### config.mk
export PLATFORM = sky130hd
export DESIGN_NAME = cpu_status_control
export DESIGN_NICKNAME = d
export VERILOG_FILES = /design/src/include/cpu_status_pkg.sv /design/src/design/cpu_status_control.sv /design/src/design/stack_space_monitor.sv
export SDC_FILE = /design/constraint.sdc
export NUM_CORES = 1
export LEC_CHECK = 0
export ABC_AREA = 1
export BUFFER_PORTS_ARGS = -buffer_cell sky130_fd_sc_hd__buf_4
export CAP_MARGIN = 20
export CORE_UTILIZATION = 33
export DETAILED_ROUTE_END_ITERATION = 16
export GPL_ROUTABILITY_DRIVEN = 0
export PLACE_DENSITY = 0.8
export SLEW_MARGIN = 20
export SYNTH_ARGS = -nofsm -noshare
export SYNTH_HDL_FRONTEND = slang
export SYNTH_HIERARCHICAL = 1
export SYNTH_SLANG_ARGS = --single-unit
### constraint.sdc
create_clock -name clk_i -period 1.49 [get_ports clk_i]
set_clock_uncertainty 0.1 [all_clocks]
set_input_delay 0.0745 -clock clk_i [delete_from_list [all_inputs] [get_ports clk_i]]
set_output_delay 0.0745 -clock clk_i [all_outputs]
set_load 0.005 [all_outputs]
### src/include/cpu_status_pkg.sv
// What this block does
// - The status register answers at word index 06h with no bank select, and bits 7-6 read 0.
// - The stack flag is low while the 4-bit stack pointer is Fh or has just wrapped Fh to 0h.
// - After a stack overflow the stack flag stays low until a device reset.
// - A set global block bit stops every interrupt; a clear one passes only enabled sources.
// - The timeout flag is set at power-up, by watchdog clear or sleep, cleared by a timeout.
// - The power-down flag is set at power-up and by watchdog clear, cleared by sleep.
// - A power-on reset clears the power-on flag until software writes it to 1.
// - With brown-out detect on, a brown-out reset clears its flag until software sets it.
// - Writes do not change the stack, timeout and power-down flags.
// - Power-on reset loads bits 5..0 as 111101; only bits 4, 1 and 0 are writable.
package cpu_status_pkg;

   // ----------------------------------------
   // Register map
   // ----------------------------------------
   localparam int unsigned STATUS_INDEX = 6;
   localparam logic [7:0] STATUS_ADDR = 8'(STATUS_INDEX * 4);
   localparam logic [7:0] STATUS_RESET = 8'h3D;
   localparam logic [7:0] STATUS_WRITE_MASK = 8'h13;
   localparam logic [31:0] BUS_ZERO = 32'h0000_0000;

   // ----------------------------------------
   // Field positions
   // ----------------------------------------
   localparam int unsigned POS_STACK_SPACE = 5;
   localparam int unsigned POS_GLOBAL_BLOCK = 4;
   localparam int unsigned POS_TIMEOUT = 3;
   localparam int unsigned POS_POWERDOWN = 2;
   localparam int unsigned POS_POWERON = 1;
   localparam int unsigned POS_BROWNOUT = 0;

   // ----------------------------------------
   // Stack pointer and interrupt sources
   // ----------------------------------------
   localparam logic [3:0] STACK_PTR_FULL = 4'hF;
   localparam logic [3:0] STACK_PTR_WRAP = 4'h0;
   localparam int unsigned IRQ_SOURCES = 8;

   // Field order matches bit positions 5 down to 0
   typedef struct packed {
      logic stack_space_flag;
      logic global_irq_block;
      logic watchdog_timeout_flag;
      logic powerdown_flag;
      logic poweron_flag;
      logic brownout_reset_flag;
   } status_bits_type;

   // One-cycle pulses from the core and the reset controller
   typedef struct packed {
      logic watchdog_clear_instr;
      logic sleep_instr;
      logic watchdog_timeout;
      logic device_reset;
      logic brownout_reset;
   } core_event_type;

endpackage : cpu_status_pkg

### src/design/cpu_status_control.sv
`timescale 1ns/100ps
`default_nettype none
module cpu_status_control
   import cpu_status_pkg::*;
(
   input wire logic clk_i,
   input wire logic rst_i,
   // Wishbone classic slave
   input wire logic wb_cyc_i,
   input wire logic wb_stb_i,
   input wire logic wb_we_i,
   input wire logic [7:0] wb_adr_i,
   input wire logic [3:0] wb_sel_i,
   input wire logic [31:0] wb_dat_i,
   output logic [31:0] wb_dat_o,
   output logic wb_ack_o,
   // Core side
   input wire logic [3:0] stack_ptr_i,
   input wire core_event_type core_event_i,
   input wire logic brownout_detect_enable_i,
   input wire logic [IRQ_SOURCES-1:0] irq_pending_i,
   input wire logic [IRQ_SOURCES-1:0] irq_enable_i,
   output logic irq_o,
   output logic [7:0] status_o
);

   // ----------------------------------------
   // Declarations
   // ----------------------------------------
   status_bits_type status;
   status_bits_type next_status;
   logic [31:0] next_dat;
   logic next_ack;
   logic next_irq;
   logic access;
   logic write_take;
   logic stack_avail;
   logic overflow_seen;

   function automatic logic reg_hit(input logic [7:0] adr);
      reg_hit = (adr[7:2] == STATUS_ADDR[7:2]);
   endfunction : reg_hit

   // ----------------------------------------
   // Stack space tracking
   // ----------------------------------------
   stack_space_monitor i_stack_space_monitor (
      .clk_i(clk_i),
      .rst_i(rst_i),
      .stack_ptr_i(stack_ptr_i),
      .device_reset_i(core_event_i.device_reset),
      .space_avail_o(stack_avail),
      .overflow_o(overflow_seen)
   );

   // ----------------------------------------
   // Bus slave
   // ----------------------------------------
   // One wait state: ack rises the cycle after the request is seen and
   // drops the cycle after, so a held request is not taken in the ack cycle but is taken again the cycle after.
   always_comb begin
      access = wb_cyc_i && wb_stb_i && !wb_ack_o;
      write_take = access && wb_we_i && reg_hit(wb_adr_i) && wb_sel_i[0];
      next_ack = access;
      next_dat = BUS_ZERO;
      if (access && !wb_we_i && reg_hit(wb_adr_i)) begin
         next_dat = {24'h00_0000, 2'b00, status};
      end
   end

   always_ff @(posedge clk_i) begin
      if (rst_i) begin
         wb_ack_o <= 1'b0;
         wb_dat_o <= BUS_ZERO;
      end else begin
         wb_ack_o <= next_ack;
         wb_dat_o <= next_dat;
      end
   end

   // ----------------------------------------
   // Status bits
   // ----------------------------------------
   always_comb begin
      next_status = status;
      next_status.stack_space_flag = stack_avail;
      if (write_take) begin
         // Only the writable lanes take write data
         next_status.global_irq_block = wb_dat_i[POS_GLOBAL_BLOCK];
         next_status.poweron_flag = wb_dat_i[POS_POWERON];
         next_status.brownout_reset_flag = wb_dat_i[POS_BROWNOUT];
      end
      // Hardware events follow the write so they win the cycle
      if (core_event_i.device_reset) begin
         next_status.global_irq_block = 1'b1;
      end
      // With detect off the flag is left alone; software must not trust it
      if (core_event_i.brownout_reset && brownout_detect_enable_i) begin
         next_status.brownout_reset_flag = 1'b0;
      end
      if (core_event_i.watchdog_clear_instr || core_event_i.sleep_instr) begin
         next_status.watchdog_timeout_flag = 1'b1;
      end
      if (core_event_i.watchdog_timeout) begin
         next_status.watchdog_timeout_flag = 1'b0;
      end
      if (core_event_i.watchdog_clear_instr) begin
         next_status.powerdown_flag = 1'b1;
      end
      if (core_event_i.sleep_instr) begin
         next_status.powerdown_flag = 1'b0;
      end
   end

   always_ff @(posedge clk_i) begin
      if (rst_i) begin
         status <= status_bits_type'(STATUS_RESET[5:0]);
         status_o <= STATUS_RESET;
      end else begin
         status <= next_status;
         status_o <= {2'b00, next_status};
      end
   end

   // ----------------------------------------
   // Interrupt gate
   // ----------------------------------------
   always_comb begin
      next_irq = !status.global_irq_block && |(irq_pending_i & irq_enable_i);
   end

   always_ff @(posedge clk_i) begin
      if (rst_i) begin
         irq_o <= 1'b0;
      end else begin
         irq_o <= next_irq;
      end
   end
endmodule : cpu_status_control
`default_nettype wire

### src/design/stack_space_monitor.sv
`timescale 1ns/100ps
`default_nettype none
module stack_space_monitor
   import cpu_status_pkg::*;
(
   input wire logic clk_i,
   input wire logic rst_i,
   input wire logic [3:0] stack_ptr_i,
   input wire logic device_reset_i,
   output logic space_avail_o,
   output logic overflow_o
);

   logic [3:0] prev_ptr;
   logic overflow_seen;
   logic [3:0] next_prev_ptr;
   logic next_overflow_seen;
   logic wrap;

   // ----------------------------------------
   // Overflow tracking
   // ----------------------------------------
   always_comb begin
      wrap = (prev_ptr == STACK_PTR_FULL) && (stack_ptr_i == STACK_PTR_WRAP);
      next_prev_ptr = stack_ptr_i;
      next_overflow_seen = overflow_seen;
      if (device_reset_i) begin
         next_overflow_seen = 1'b0;
      end else if (wrap) begin
         next_overflow_seen = 1'b1;
      end
      // Wrap term covers the cycle before the sticky bit is registered
      space_avail_o = !(overflow_seen || wrap) && (stack_ptr_i != STACK_PTR_FULL);
      overflow_o = overflow_seen;
   end

   always_ff @(posedge clk_i) begin
      if (rst_i) begin
         prev_ptr <= STACK_PTR_WRAP;
         overflow_seen <= 1'b0;
      end else begin
         prev_ptr <= next_prev_ptr;
         overflow_seen <= next_overflow_seen;
      end
   end

endmodule : stack_space_monitor
`default_nettype wire

==> results.tsv <==
metric	value	unit
status	finished, final reports clean	
# DRC	0	
DR vias/cell	3.931	
CTS Root Cell	clkbuf_4	
Final Hold Viols	0	
post-synthesis cell area	983.4	um2
Hold Crit Endpoint	irq_o	
Post-Route WL	2257	um
Seq/Total Area, Yosys	38.68	%
Adder-Cell Fraction of Synth Area	0	%
Max Cap Viol	0	
crit path kind	in2reg	
register area	380.4	um2
Nets	290	
initial antenna violation count	0	
CTS tree	built	
worst r2r src	status_o[3]	
Die Y	56.59	um
proportion of netlist area held by the largest area contributor	38.68	%
R2R depth	3	
Cells after Synth	128	
# rows	19	
mux share of post-synthesis cell area	0	%
H-tree levels	1	
diode count	0	
drt pass-1 iters	4	
Layout fillers	274	
maximum clock path buffer count	2	
Die W	56.59	um
fin. max-slew vios	0	
largest net degree at the start of global routing	12	
Detailed Place HPWL	1481	um
top post-synthesis cells by area	dfxtp_1 39%, buf_4 21%, nand2_1 7.3%, nor2_1 6.1%, inv_1 4.6%	
Core ar.	2781	um2
WL/cell	9.212	um
setup TNS	0	ns
crit share post-route	95.97	%
Critical Path End Type	register	
GRT Util Overall	14.64	%
final core occ	59.02	%
clock tree sinks	19	
Req. time, crit path	1.59	ns
main combinational cell family by area after synthesis	simple AND/OR/NAND/NOR gates	
I/O pins	117	
RSZ-0062 raised after global routing	false	
Simple-Gate Fraction of Synth Area	30.79	%
Arrival @ worst endpoint	1.52	ns
WHS Path Cells	4	
maximum vdd drop	0.5920	mV
Avg Inst Size Synth	7.683	um2
Starting Density	35.36	%
Synth Area in XOR/XNOR	0	%
most common cell after layout, fill and taps aside	buf_4	
Yosys top cell by area	dfxtp_1	
area grow syn2layout	66.92	%
min cycle time layout	1.430	ns
crit path max fanout	2	
Vias	963	
clock slew at reported path FFs	0.11	ns
#FFs+latches synth	19	
crit path launch type	input port	
Reg2Reg Setup Slack	0.20	ns
final std cells w/o fill	245	
hold path start	irq_enable_i[7]	
vias in the first global route	920	
CTS buffer count	3	
commonest cells after routing, fill and taps aside	54 x buf_4, 28 x conb_1, 27 x dlygate4sd3_1	
Power Density	611.8	nW/um2
multi-input logic area	434.2	um2
Worst Hold Class	in2reg	
wire length of the first global-routing pass	3636	um
Post-CTS Setup Inserts	0	
R2R Path End	status_o[3]	
FMAX	699.3	MHz
Cells after DPL	212	
count of final setup violators	0	
remaining global-route overflow	0	
Port Buffers	54	
leak pwr	0.9254	nW
post-synth cell types	20	
Yosys Warn Count	6	
Antenna Nets Post-Route	0	
clk_lat worst skew	0.29	ns
Starting DRT DRC Count	14	
compound-gate portion of the synthesized area	2.672	%
proportion of layout cells with a drive suffix above 1	36.92	%
Total Die Area	3202	um2
how the worst max path moves through the flow:
stage | start | endpoint | slack, ns | cells past startpoint
floorplan | i_stack_space_monitor/prev_ptr[1] | status_o[5] | 0.42 | 6
global placement | i_stack_space_monitor/prev_ptr[1] | status_o[5] | 0.39 | 6
detailed placement | wb_ack_o | status_o[0] | 0.39 | 6
CTS | irq_enable_i[0] | irq_o | 0.03 | 6
global route | core_event_i[3] | status_o[3] | 0.02 | 5
finish | core_event_i[3] | status_o[3] | 0.06 | 5
flip-flops by register name, summed over array words and instances (netlist names):
| signal | flops |
|---|---|
| i_stack_space_monitor/overflow_o | 1 |
| i_stack_space_monitor/prev_ptr | 4 |
| irq_o | 1 |
| status_o | 6 |
| wb_ack_o | 1 |
| wb_dat_o | 6 |
layer usage:
metal	vias to the layer above	routed length (um)	GRT usage (%)
li1	505	-	-
met1	418	768	13.19
met2	40	1357	30.76
met3	0	130	5.300
met4	0	0	1.742
met5	-	0	0
Yosys cell counts, drive strengths merged:
library cell / count
a21oi: 1
buf: 28
conb: 1
dfxtp: 19
inv: 16
nand2: 24
nand3: 6
nand3b: 1
nand4: 2
nor2: 24
nor3: 1
o21a: 1
o21ai: 2
or2: 2
worst max-delay path: stages:
cell and delay (ns):
dlygate4sd3_1 0.53, buf_4 0.14, nor3_1 0.14, o21ai_0 0.09, dlygate4sd3_1 0.55
cells by family after synthesis:
family,count (synthesis)
and+or+nand+nor,60
buffers and inverters,44
DFF,19
other,1
AOI/OAI and AO/OA,4
where the power goes:
| part | switching, mW | total [mW] | internal (mW) |
|---|---|---|---|
| sequential | 0.00538 | 0.526 | 0.520 |
| clock | 0.153 | 0.253 | 0.0999 |
| combinational | 0.0819 | 0.225 | 0.144 |
metrics by stage:
stage	hold WS (ns)	area, um2	setup slack (ns)	total power, mW
2_1_floorplan	0.04559	1085	0.4189	0.6483
3_3_place_gp	0.1733	1319	0.3878	0.6952
3_5_place_dp	0.1765	1319	0.3900	0.6979
4_1_cts	0.001743	1647	0.02557	1.015
5_1_grt	0.001307	1642	0.01816	1.066
6_report	0.008601	1642	0.06005	1.004
layout make-up:
cell class,instances,area share (%)
Tap cell,31,2.363
Timing Repair Buffer,83,42.68
Clock buffer,3,1.372
Multi-Input combinational cell,92,26.45
Inverter,16,3.659
Clock inverter,1,0.3049
Sequential cell,19,23.17
timing repair:
item,4_1_cts,5_1_grt
resized for setup,0,3
hold endpoints to repair,19,0
hold buffers,30,0
setup endpoints to repair,0,2
Power figures use the tool's default switching activity.
